File: src/seb_pkg.sv
package seb_pkg;
	localparam logic [7:0] CMD_EN_MOD = 8'h06;
	localparam logic [7:0] CMD_DIS_MOD = 8'h04;
	localparam logic [7:0] CMD_RD_FLAGS = 8'h05;
	localparam logic [7:0] CMD_WR_FLAGS = 8'h01;
	localparam logic [7:0] CMD_RD_ARR = 8'h03;
	localparam logic [7:0] CMD_WR_ARR = 8'h02;
	localparam int ADDR_W = 16;
	localparam int DATA_W = 8;
	localparam int PAGE_BITS = 7;
	localparam int FIFO_DEPTH = 16;
	localparam int FLG_BUSY = 0;
	localparam int FLG_WEL = 1;
	localparam int FLG_BP_LO = 2;
	localparam int FLG_BP_HI = 3;
	localparam logic [15:0] PROT_QTR = 16'hc000;
	localparam logic [15:0] PROT_HALF = 16'h8000;
	localparam int CLK_PERIOD_NS = 8;
	localparam int T_WRITE_NS = 5_000_000;
	localparam int WRITE_CYCLES = T_WRITE_NS / CLK_PERIOD_NS;
	typedef enum logic [1:0] {
		PH_CMD = 2'b00,
		PH_ADDR = 2'b01,
		PH_DATA = 2'b11,
		PH_IGN = 2'b10
	} seb_phase_t;
	typedef struct packed {
		logic sck;
		logic cs_n;
		logic mosi;
		logic hold_n;
		logic wp_n;
	} seb_pins_t;
	typedef struct packed {
		logic [ADDR_W-1:0] addr;
		logic [DATA_W-1:0] data;
	} seb_wr_t;
	typedef struct packed {
		logic armed, held, alig, ahi, got, drv;
		seb_phase_t ph;
		logic [2:0] bitn;
		logic [7:0] cmd, sh, tx, wdata;
		logic [15:0] addr, maddr;
		logic miso, oe_n, wel, rd, rdw, we, pend;
		logic commit, abort, busy, stby, ovr;
		logic [1:0] bp;
	} seb_state_t;
	localparam seb_state_t ST_RST = '{ph: PH_CMD, oe_n: 1'b1, default: '0};
endpackage

File: src/seb_core.sv
`timescale 1ns/10ps
module seb_fifo #(
	parameter int W = 24,
	parameter int D = 16
) (
	input  wire logic         clk_i,
	input  wire logic         rst_i,
	input  wire logic         flush_i,
	input  wire logic         in_valid_i,
	output logic              in_ready_o,
	input  wire logic [W-1:0] in_data_i,
	output logic              out_valid_o,
	input  wire logic         out_ready_i,
	output logic [W-1:0]      out_data_o
);
	localparam int AW = $clog2(D);
	logic [W-1:0] mem_r [D];
	logic [AW-1:0] wp_r, wp_nxt, rp_r, rp_nxt;
	logic [AW:0] cnt_r, cnt_nxt;
	logic push, pop;
	assign in_ready_o = cnt_r != (AW+1)'(D);
	assign out_valid_o = cnt_r != '0;
	assign out_data_o = mem_r[rp_r];
	assign push = in_valid_i & in_ready_o;
	assign pop = out_valid_o & out_ready_i;
	always_comb
	begin
		wp_nxt = flush_i ? '0 : wp_r + AW'(push);
		rp_nxt = flush_i ? '0 : rp_r + AW'(pop);
		cnt_nxt = flush_i ? '0 : cnt_r + (AW+1)'(push) - (AW+1)'(pop);
	end
	always_ff @(posedge clk_i)
	begin
		if (rst_i)
		begin
			wp_r <= '0;
			rp_r <= '0;
			cnt_r <= '0;
		end
		else
		begin
			wp_r <= wp_nxt;
			rp_r <= rp_nxt;
			cnt_r <= cnt_nxt;
		end
		if (push)
			mem_r[wp_r] <= in_data_i;
	end
endmodule

// What this block does
// - output bit changes on clock falling edge
// - input bits captured on clock rising edge
// - output undriven while select is high
// - standby when deselected and not writing
// - ignore everything until first select fall
// - pause: output off, clock ignored, position kept
// - protect input freezes protect range bits
// - all inbound fields most significant first
// - first bit on first rise after select
// - outbound bytes most significant bit first
// - read data starts first fall after address
// - serve mode 0 and mode 3 alike
// - array is 65536 bytes, linear address
// - write bursts wrap inside 128-byte page
// - programming finishes within write time
// - six eight-bit instruction codes
// - unknown code: ignore rest of transaction
// - pause enters and leaves with clock low
// - modify runs only on aligned deselect
module seb_core
	import seb_pkg::*;
#(
	parameter int WRITE_CYC = WRITE_CYCLES
) (
	input  wire logic               clk_i,
	input  wire logic               rst_i,
	input  wire logic               sck_i,
	input  wire logic               cs_n_i,
	input  wire logic               mosi_i,
	input  wire logic               hold_n_i,
	input  wire logic               wp_n_i,
	output logic                    miso_o,
	output logic                    miso_oe_n_o,
	output logic [ADDR_W-1:0]       mem_addr_o,
	output logic                    mem_rd_o,
	input  wire logic [DATA_W-1:0]  mem_rdata_i,
	output logic                    mem_we_o,
	output logic [DATA_W-1:0]       mem_wdata_o,
	input  wire logic               mem_wr_ready_i,
	output logic                    mem_commit_o,
	output logic                    mem_abort_o,
	output logic                    busy_o,
	output logic                    wel_o,
	output logic [1:0]              bp_o,
	output logic                    standby_o,
	output logic                    overrun_o
);
	seb_pins_t pin, s1_r, s2_r, pv_r;
	seb_state_t s, n;
	logic [31:0] tmr_r, tmr_nxt;
	logic sel, rise_e, fall_e, cs_rise, cs_fall, outp;
	logic push_v, f_rdy, f_val, f_pop;
	logic [7:0] byte_in;
	seb_wr_t push_d, f_out;

	function automatic logic [7:0] flags(input seb_state_t x);
		logic [7:0] f;
		f = '0;
		f[FLG_BUSY] = x.busy;
		f[FLG_WEL] = x.wel;
		f[FLG_BP_HI:FLG_BP_LO] = x.bp;
		return f;
	endfunction

	function automatic logic prot(input logic [15:0] a, input logic [1:0] bp);
		return (bp == 2'b11) | (bp == 2'b01 && a >= PROT_QTR)
			| (bp == 2'b10 && a >= PROT_HALF);
	endfunction

	function automatic logic known(input logic [7:0] c);
		return c == CMD_EN_MOD || c == CMD_DIS_MOD || c == CMD_RD_FLAGS
			|| c == CMD_WR_FLAGS || c == CMD_RD_ARR || c == CMD_WR_ARR;
	endfunction

	assign pin = '{sck: sck_i, cs_n: cs_n_i, mosi: mosi_i,
		hold_n: hold_n_i, wp_n: wp_n_i};

	// pins are asynchronous; sclk is sampled and read data loads three cycles after a rise, so it needs at most clk_i/6
	always_ff @(posedge clk_i)
	begin
		if (rst_i)
		begin
			// select resets low: only a high really seen on the pin can arm
			s1_r <= '{cs_n: 1'b0, hold_n: 1'b1, wp_n: 1'b1, default: '0};
			s2_r <= '{cs_n: 1'b0, hold_n: 1'b1, wp_n: 1'b1, default: '0};
			pv_r <= '{cs_n: 1'b0, hold_n: 1'b1, wp_n: 1'b1, default: '0};
		end
		else
		begin
			s1_r <= pin;
			s2_r <= s1_r;
			pv_r <= s2_r;
		end
	end

	assign cs_fall = pv_r.cs_n & ~s2_r.cs_n;
	assign cs_rise = ~pv_r.cs_n & s2_r.cs_n;
	assign sel = ~s2_r.cs_n & s.armed;
	// edges are found the same way whatever the idle level
	assign rise_e = sel & ~s.held & s2_r.sck & ~pv_r.sck;
	assign fall_e = sel & ~s.held & ~s2_r.sck & pv_r.sck;
	assign byte_in = {s.sh[6:0], s2_r.mosi};
	assign outp = s.ph == PH_DATA && (s.cmd == CMD_RD_ARR || s.cmd == CMD_RD_FLAGS);
	assign f_pop = f_val & (~s.we | mem_wr_ready_i);

	seb_fifo #(
		.W($bits(seb_wr_t)),
		.D(FIFO_DEPTH)
	) u_fifo (
		.clk_i(clk_i),
		.rst_i(rst_i),
		.flush_i(s.abort),
		.in_valid_i(push_v),
		.in_ready_o(f_rdy),
		.in_data_i(push_d),
		.out_valid_o(f_val),
		.out_ready_i(f_pop),
		.out_data_o(f_out)
	);

	always_comb
	begin
		n = s;
		push_v = 1'b0;
		push_d = '0;
		n.rd = 1'b0;
		n.commit = 1'b0;
		n.abort = 1'b0;
		n.rdw = s.rd;
		if (cs_fall)
		begin
			n.armed = 1'b1;
			// cleared first so a byte lost in the same cycle still shows
			n.ovr = 1'b0;
		end
		// level test covers a pause edge that lands with sclk high
		n.held = s2_r.cs_n ? 1'b0 : (s2_r.sck ? s.held : ~s2_r.hold_n);
		if (rise_e)
		begin
			n.sh = byte_in;
			n.bitn = s.bitn + 3'd1;
			n.alig = 1'b0;
			if (s.bitn == 3'd7)
			begin
				n.alig = 1'b1;
				unique case (s.ph)
					PH_CMD:
					begin
						n.cmd = byte_in;
						if (!known(byte_in) || (s.busy && byte_in != CMD_RD_FLAGS))
							n.ph = PH_IGN;
						else if (byte_in == CMD_RD_ARR || byte_in == CMD_WR_ARR)
							n.ph = PH_ADDR;
						else
							n.ph = PH_DATA;
						n.tx = flags(s);
					end
					PH_ADDR:
					begin
						n.addr = {s.addr[7:0], byte_in};
						n.ahi = ~s.ahi;
						if (s.ahi)
						begin
							n.ph = PH_DATA;
							n.rd = s.cmd == CMD_RD_ARR;
							n.maddr = {s.addr[7:0], byte_in};
						end
					end
					PH_DATA:
					begin
						n.got = 1'b1;
						if (s.cmd == CMD_RD_ARR)
						begin
							n.addr = s.addr + 16'h0001;
							n.maddr = s.addr + 16'h0001;
							n.rd = 1'b1;
						end
						else if (s.cmd == CMD_RD_FLAGS)
							n.tx = flags(s);
						else if (s.cmd == CMD_WR_ARR)
						begin
							push_v = 1'b1;
							push_d = '{addr: s.addr, data: byte_in};
							n.addr[PAGE_BITS-1:0] = s.addr[PAGE_BITS-1:0] + 7'h01;
							n.ovr = n.ovr | ~f_rdy;
						end
					end
					PH_IGN:
					begin
					end
				endcase
			end
		end
		if (fall_e && outp)
		begin
			n.miso = s.tx[7];
			n.tx = {s.tx[6:0], 1'b0};
			n.drv = 1'b1;
		end
		if (s.rdw)
			n.tx = mem_rdata_i;
		if (cs_rise)
		begin
			// a clock rise after the last full byte voids the modify
			if (s.armed && s.alig && s.ph == PH_DATA)
			begin
				if (s.cmd == CMD_EN_MOD && !s.got)
					n.wel = 1'b1;
				if (s.cmd == CMD_DIS_MOD && !s.got)
					n.wel = 1'b0;
				if (s.cmd == CMD_WR_FLAGS && s.got && s.wel)
				begin
					n.wel = 1'b0;
					if (s2_r.wp_n)
						n.bp = s.sh[FLG_BP_HI:FLG_BP_LO];
				end
				if (s.cmd == CMD_WR_ARR && s.got && s.wel)
				begin
					n.wel = 1'b0;
					n.pend = 1'b1;
					n.busy = 1'b1;
				end
			end
			if (s.cmd == CMD_WR_ARR && !n.pend)
				n.abort = 1'b1;
			n.ph = PH_CMD;
			n.bitn = '0;
			n.ahi = 1'b0;
			n.got = 1'b0;
			n.drv = 1'b0;
			n.alig = 1'b0;
			n.cmd = '0;
		end
		n.oe_n = ~(sel & n.drv & ~n.held);
		// bytes stream to the page latch; commit waits for the drain
		if (s.we && mem_wr_ready_i)
			n.we = 1'b0;
		if (f_pop)
		begin
			n.we = ~prot(f_out.addr, s.bp);
			n.wdata = f_out.data;
			n.maddr = f_out.addr;
		end
		if (s.pend && !f_val && !s.we)
		begin
			n.pend = 1'b0;
			n.commit = 1'b1;
		end
		if (s.busy && !s.pend && tmr_r == 32'd1)
			n.busy = 1'b0;
		n.stby = s2_r.cs_n & ~n.busy;
	end

	always_comb
	begin
		if (s.commit)
			tmr_nxt = 32'(WRITE_CYC) - 32'd1;
		else if (tmr_r != '0)
			tmr_nxt = tmr_r - 32'd1;
		else
			tmr_nxt = '0;
	end

	always_ff @(posedge clk_i)
	begin
		if (rst_i)
		begin
			s <= ST_RST;
			tmr_r <= '0;
		end
		else
		begin
			s <= n;
			tmr_r <= tmr_nxt;
		end
	end

	assign miso_o = s.miso;
	assign miso_oe_n_o = s.oe_n;
	// no id page in this build; every address maps to the main array
	assign mem_addr_o = s.maddr;
	assign mem_rd_o = s.rd;
	assign mem_we_o = s.we;
	assign mem_wdata_o = s.wdata;
	assign mem_commit_o = s.commit;
	assign mem_abort_o = s.abort;
	assign busy_o = s.busy;
	assign wel_o = s.wel;
	assign bp_o = s.bp;
	assign standby_o = s.stby;
	assign overrun_o = s.ovr;
endmodule

File: config.mk
export PLATFORM = sky130hd
export DESIGN_NAME = seb_core
export DESIGN_NICKNAME = d
export VERILOG_FILES = /design/src/seb_pkg.sv /design/src/seb_core.sv
export SDC_FILE = /design/constraint.sdc
export NUM_CORES = 1
export LEC_CHECK = 0
export ABC_AREA = 1
export BUFFER_PORTS_ARGS = -buffer_cell sky130_fd_sc_hd__clkbuf_2
export CAP_MARGIN = 25
export CORE_ASPECT_RATIO = 1.25
export CORE_MARGIN = 2
export CORE_UTILIZATION = 25
export DETAILED_ROUTE_END_ITERATION = 6
export SYNTH_ARGS = -nofsm -noshare
export SYNTH_HDL_FRONTEND = slang
export SYNTH_SLANG_ARGS = --single-unit
export TNS_END_PERCENT = 30
File: constraint.sdc
create_clock -name clk_i -period 3.8 [get_ports clk_i]
set_clock_uncertainty 0.1 [all_clocks]
set_input_delay 0.38 -clock clk_i [delete_from_list [all_inputs] [get_ports clk_i]]
set_output_delay 0.38 -clock clk_i [all_outputs]
set_load 0.02 [all_outputs]
==> reports/metrics.cfg, run 1 <==
[status]
status=finished clean

[min_path]
hp-class=input pin to register

[drt]
vias=15700
post-route-drc-count=0
antenna_left=0
first_pass_iters=5
routedWlPerCell_um=16.6
via_per_inst=4.48
drt_wl_total_um=58100
drtIter0Drc=1291

[timing]
layout_min_cycle_time_ns=3.05
slew_headroom=0.469
rsz0062_at_grt=no
final.setup.tns_ns=0
tightest_slew_ns=0.795
fmax_mhz=328
setup_violations=0
holdWs_ns=0.0358
hold_violations=0
drv_slew=0
period_share=0.802

[layout]
syn2layout_area_growth_pct=15.1
drive_above_1_share=0.111
regArea_um2=14400
nNetsFinal=2306
final_core_util=0.290
nFillCells=9319
multi_input_area_um2=6830
design_area_um2=26000

[placement]
port_buffers=51
place_congestion=0.812
dpl.hpwl_um=37000
place_area_um2=24300

[setup_path]
critPathKind=register to register
worst_ep_required_time_ns=3.92
cp.arrival_ns=3.17
start_kind=register
path_max_fanout=24
endpoint_kind=register

[floorplanning]
core_area_um2=89900
initial_core_util=0.252
die_w_um=273
die_area_um2=92900
io_pins=52
rows=123
die_h_um=340

[power_and_ir_drop]
power_mw=16.6
swShare=0.347
p_switching_mw=5.77
leakagePower_nw=8.72
peakVddDrop_mv=0.389
p_per_area_nw_per_um2=639
pwr-share-clk=0.309
p_comb_frac=0.284
p_int_mw=10.8
pwr-share-seq=0.407

[clocking]
root_buffer=clkbuf_16
cts_resized=0
hold_buffers=5
clock_sinks=529
cts_tree=built
clk_path_buf_depth=3
worstSkewPairLatency_ns=0.60
cts_inserted_buffers=52
h-tree-depth=2
cts_setup_buffers=0
clkTransAtPathRegs_ns=0.06

[global_routing]
grt_max_degree=159
antenna_found_initial=1
groute.usage.overall=0.124
grt_pass1_vias=15200
grt_first_pass_wirelength_um=89900
grt_overflow_total=0

[logic_synthesis]
synthTopCellsByArea=edfxtp_1 (51%), dfxtp_1 (13%), nor2_1 (6.0%)
synth_top_area_frac=0.510
synth_warnings=0
synth_cell_type_count=48
yosysTopAreaCell=edfxtp_1
synthesis.instances=2242
yosys-top-cells-count=edfxtp_1 (384), nor2_1 (361), nand2_1 (324)
synthesis.nets=2277
synth-seq-area-share=0.638
synth_edf_count=384
synth_ff_type=edfxtp_1
ys_seq_elements=529
synth_area_um2=22600
avgSynthCellArea_um2=10.1
ys_async_sr_fraction=0
synth_most_common_cell=edfxtp_1

[flow_run]
drv_cap=0

cells by family after synthesis:
family / synth area share
flops: 0.638
fa+ha+maj: 0.0108
buf+inv: 0.0649
compound gates: 0.104
simple gates: 0.175
xor+xnor: 0.00658
placed cells by master (no fill, tap or decap), types with 5 or more instances in the layout:
cell           instances
o21ai_0              219
clkinvlp_4             7
nand4_1               14
clkinv_1              12
inv_2                  9
clkbuf_2              51
a21oi_1               97
or2_2                 11
clkbuf_16             53
clkinv_2               9
nand2_2                5
bufinv_16              5
nor3_1                38
nor2_1               345
nor2_4                21
o211ai_1              30
o22ai_1               11
clkbuf_1               8
nand3_2                6
o221ai_1              23
inv_1                173
buf_12                10
xor2_1                14
o21ai_1               32
nand3_1              138
edfxtp_1             384
nand2_1              324
ha_1                  18
dlygate4sd3_1          5
dfxtp_1              142
buf_4                 47
final timing paths:
| check | start | end | slack (ns) | cells after the start |
|---|---|---|---|---|
| worst max-delay path | s2_r[4] | u_fifo.mem_r[7][18] | 0.75 | 8 |
| worst min-delay path | mem_rdata_i[5] | s[59] | 0.04 | 5 |
| worst max register to register | s2_r[4] | u_fifo.mem_r[7][18] | 0.75 | 8 |
| worst min register to register | s1_r[4] | s2_r[4] | 0.32 | 2 |
metal layers:
metal,vias up,global-route usage,part of all wire
met1,7493,0.161,0.44
met3,98,0.0183,0.050
met5,-,0,0
li1,7702,-,-
met2,385,0.206,0.48
met4,0,0.0464,0.031
critical path, stage by stage (launching register included):
cell,delay (ns)
dfxtp_1,0.31
inv_1,0.07
nor2_1,0.17
nand2_2,0.29
inv_4,0.19
nand3_4,0.09
nor3_4,0.44
nand3_2,0.31
nor2_4,0.69
state kept, by name (all words and copies together), names as in the netlist:
register      flops
u_fifo.mem_r    384
s                45
tmr_r            32
mem_addr_o       16
byte_in           8
mem_wdata_o       8
s1_r              5
u_fifo.cnt_r      5
s2_r              4
u_fifo.rp_r       4
u_fifo.wp_r       4
bp_o              2
pv_r              2
busy_o            1
mem_abort_o       1
mem_commit_o      1
mem_rd_o          1
mem_we_o          1
miso_o            1
miso_oe_n_o       1
overrun_o         1
standby_o         1
wel_o             1
per-stage QoR:
step | worst slack (ns) | instances
final | 0.753 | 3501
after global routing | 0.549 | 3500
after CTS | 0.733 | 3500
after detailed placement | 0.733 | 3399
after global placement | 0.757 | 3399
after floorplan | 0.959 | 2242
area by class of cell:
type,instances,area share
Tap cell,1187,0.0571
Timing Repair Buffer,113,0.0330
Clock inverter,33,0.0118
Antenna cell,1,0.0000962
Sequential cell,529,0.555
Multi-Input combinational cell,1388,0.263
Inverter,187,0.0272
Clock buffer,63,0.0532
power groups by stage:
stage / combinational [mW] / clock, mW / sequential [mW]
finish: 4.72 / 5.14 / 6.76
global route: 5.31 / 5.47 / 6.81
CTS: 4.73 / 5.25 / 6.76
detailed placement: 4.71 / 0 / 6.88
global placement: 4.68 / 0 / 6.88
floorplan: 3.74 / 0 / 6.73
Power figures use the tool's default switching activity.
==> inputs of run 2 (changes only) <==
Clock period 3.8 ns to 2.9 ns, I/O delays scaled along.
==> run 2 against run 1 <==
Net effect: worst hold slack better by 0.052 ns; via count up 1.2%; maximum frequency rose by 19%; register-to-register slack lost 0.42 ns; clock power grew 26%; design area rose by 0.88%; die area did not move; first-iteration DRC count decreased by 9.7%; setup slack got worse by 0.42 ns; combinational power increased by 33%; critical path depth increased by 2; sequential share of layout area fell by 0.48 points; largest cell class unchanged; highest routed layer unchanged.
==> reports/metrics.cfg, run 2 (same netlist as run 1, synthesis figures left out) <==
[status]
status=finished clean  ; unchanged

[layout]
drive_above_1_share=0.112  ; was 0.111
final_cell_mix=edfxtp_1 (384), nor2_1 (345), nand2_1 (324)  ; unchanged
nNetsFinal=2328  ; was 2306
insertedDiodeCount=0  ; was 1
syn2layout_area_growth_pct=16.1  ; was 15.1%
largest_register_ffs=384  ; unchanged
fin_cells=3523  ; was 3501
top_register=u_fifo.mem_r  ; unchanged
final_common_cell=edfxtp_1  ; unchanged
largest_registers=u_fifo.mem_r x384, s x45, tmr_r x32  ; unchanged

[floorplanning]
die_w_um=273  ; unchanged
io_pins=52  ; unchanged
die_h_um=340  ; unchanged
initial_core_util=0.252  ; unchanged
core_area_um2=89900  ; unchanged
die_area_um2=92900  ; unchanged
rows=123  ; unchanged

[global_routing]
grt_use_met1=0.153  ; was 0.161
grt_first_pass_wirelength_um=90400  ; was 89900 um
grt_busiest_layer=met2  ; unchanged
grt_max_degree=106  ; was 159
grt_overflow_total=0  ; unchanged
grt_pass1_vias=15600  ; was 15200
antenna_found_initial=0  ; was 1
groute.usage.overall=0.123  ; was 0.124
met2_usage=0.220  ; was 0.206
met3_usage=0.0169  ; was 0.0183

[clocking]
worstSkewPairLatency_ns=0.61  ; was 0.60 ns
clk_path_buf_depth=3  ; unchanged
cts_setup_buffers=0  ; unchanged
clkTransAtPathRegs_ns=0.06  ; about the same
cts_tree=built  ; unchanged
root_buffer=clkbuf_16  ; unchanged
cts_inserted_buffers=52  ; unchanged
h-tree-depth=2  ; unchanged
clock_sinks=529  ; unchanged

[setup_path]
path_cells=inv_2 > nand2_2 > nor2_2 > nand2_2 > inv_4 > nand3_4 > nor3_4 > nand3_2 > nor2_4 > buf_12  ; was inv_1 > nor2_1 > nand2_2 > inv_4 > nand3_4 > nor3_4 > nand3_2 > nor2_4
slowest_stage=nor3_4  ; was nor2_4
worst_ep_required_time_ns=3.11  ; was 3.92 ns
r2r_slack_ns=0.33  ; was 0.75 ns
cp.buffers_inverters=3  ; was 2
path_max_fanout=16  ; was 24
start_kind=register  ; unchanged
endpoint_kind=register  ; unchanged
r2r_end=u_fifo.mem_r[3][12]  ; was u_fifo.mem_r[7][18]
cp_common_cell=nand2_2
r2r_start=s2_r[3]  ; was s2_r[4]
critPathTopFamily=simple AND/OR/NAND/NOR gates  ; unchanged
cp.arrival_ns=2.77  ; was 3.17 ns
worstRegToRegCells=10  ; was 8
critPathKind=register to register  ; unchanged
critPathMaxStageDelay_ns=0.41  ; was 0.69 ns

[drt]
drt_wl_total_um=57300  ; was 58100 um
routedWlPerCell_um=16.3  ; was 16.6 um
drtIter0Drc=1166  ; was 1291
via_per_inst=4.50  ; was 4.48
vias=15900  ; was 15700
antenna_left=0  ; unchanged
post-route-drc-count=0  ; unchanged
first_pass_iters=5  ; unchanged

[power_and_ir_drop]
leakagePower_nw=8.83  ; was 8.72 nW
peakVddDrop_mv=0.791  ; was 0.389 mV
p_per_area_nw_per_um2=821  ; was 639 nW/um^2

[timing]
period_share=0.885  ; was 0.802
setup_violations=0  ; unchanged
rsz0062_at_grt=no  ; unchanged
holdWs_ns=0.0881  ; was 0.0358 ns
final.setup.tns_ns=0  ; unchanged
slew_headroom=0.532  ; was 0.469
layout_min_cycle_time_ns=2.57  ; was 3.05 ns
drv_slew=0  ; unchanged
fmax_mhz=390  ; was 328 MHz
tightest_slew_ns=0.702  ; was 0.795 ns
hold_violations=0  ; unchanged

[placement]
dpl.hpwl_um=36400  ; was 37000 um
place_inst=3412  ; was 3399
place_congestion=0.848  ; was 0.812
port_buffers=51  ; unchanged

[min_path]
hp-class=input pin to register  ; unchanged
holdCritStartpoint=rst_i  ; was mem_rdata_i[5]
min_to=mem_addr_o[13]  ; was s[59]
hold_depth=2  ; was 5

[flow_run]
drv_cap=0  ; unchanged

## run 2: cell types whose count changed in the layout (fill, tap and decap cells not counted), moves of 4 or more
cell / change
clkbuf_1: +12
buf_4: +5
bufinv_16: -4
clkbuf_8: +4
clkinvlp_4: -4
buf_12: +8
dlygate4sd3_1: +9
clkinv_2: -5
## run 2: how the worst max path moves through the flow
stage                        from                  end  slack, ns  cells after the start
final                     s2_r[3]  u_fifo.mem_r[3][12]       0.33                     10
after global routing        s[76]  u_fifo.mem_r[8][14]       0.15                      8
after CTS                 s2_r[3]   u_fifo.mem_r[6][8]       0.30                     10
after detailed placement  s2_r[3]  u_fifo.mem_r[6][16]       0.33                     10
after global placement    s2_r[3]  u_fifo.mem_r[3][16]       0.37                     10
after floorplan           s2_r[3]   u_fifo.mem_r[0][0]       0.06                      9
## run 2: routing by layer
layer	routed length (um)	part of all wire
met5	0	0
met1	24700	0.43
met3	2550	0.044
met4	1100	0.019
met2	29000	0.51
## run 2: layout make-up
| type | count | area, um^2 |
|---|---|---|
| clock buffer | 80 | 1490 |
| clock inverter | 17 | 145 |
| fill | 9311 | 63600 |
| inverter | 187 | 707 |
| multi-input combinational | 1388 | 6830 |
| sequential | 529 | 14400 |
| tap | 1187 | 1490 |
| timing repair buffer | 135 | 1150 |
## run 2: what timing repair did
| action | in CTS | in global routing |
|---|---|---|
| endpoints found under the hold margin | 14 | 0 |
| hold buffers | 14 | 0 |
| gates resized for setup | 0 | 0 |
## run 2: report_power, final
| part | switching [mW] | internal [mW] |
|---|---|---|
| Clock | 2.86 | 3.63 |
| Combinational | 4.29 | 1.99 |
| Sequential | 0.329 | 8.44 |
## run 2: through the flow
stage | setup slack (ns) | power (mW) | util | instance area, um^2
global route | 0.152 | 22.9 | 0.292 | 26200
detailed placement | 0.334 | 15.2 | 0.272 | 24500
CTS | 0.298 | 21.8 | 0.292 | 26200
finish | 0.334 | 21.6 | 0.292 | 26200
floorplan | 0.0587 | 13.7 | - | 22600
global placement | 0.366 | 15.2 | 0.272 | 24500
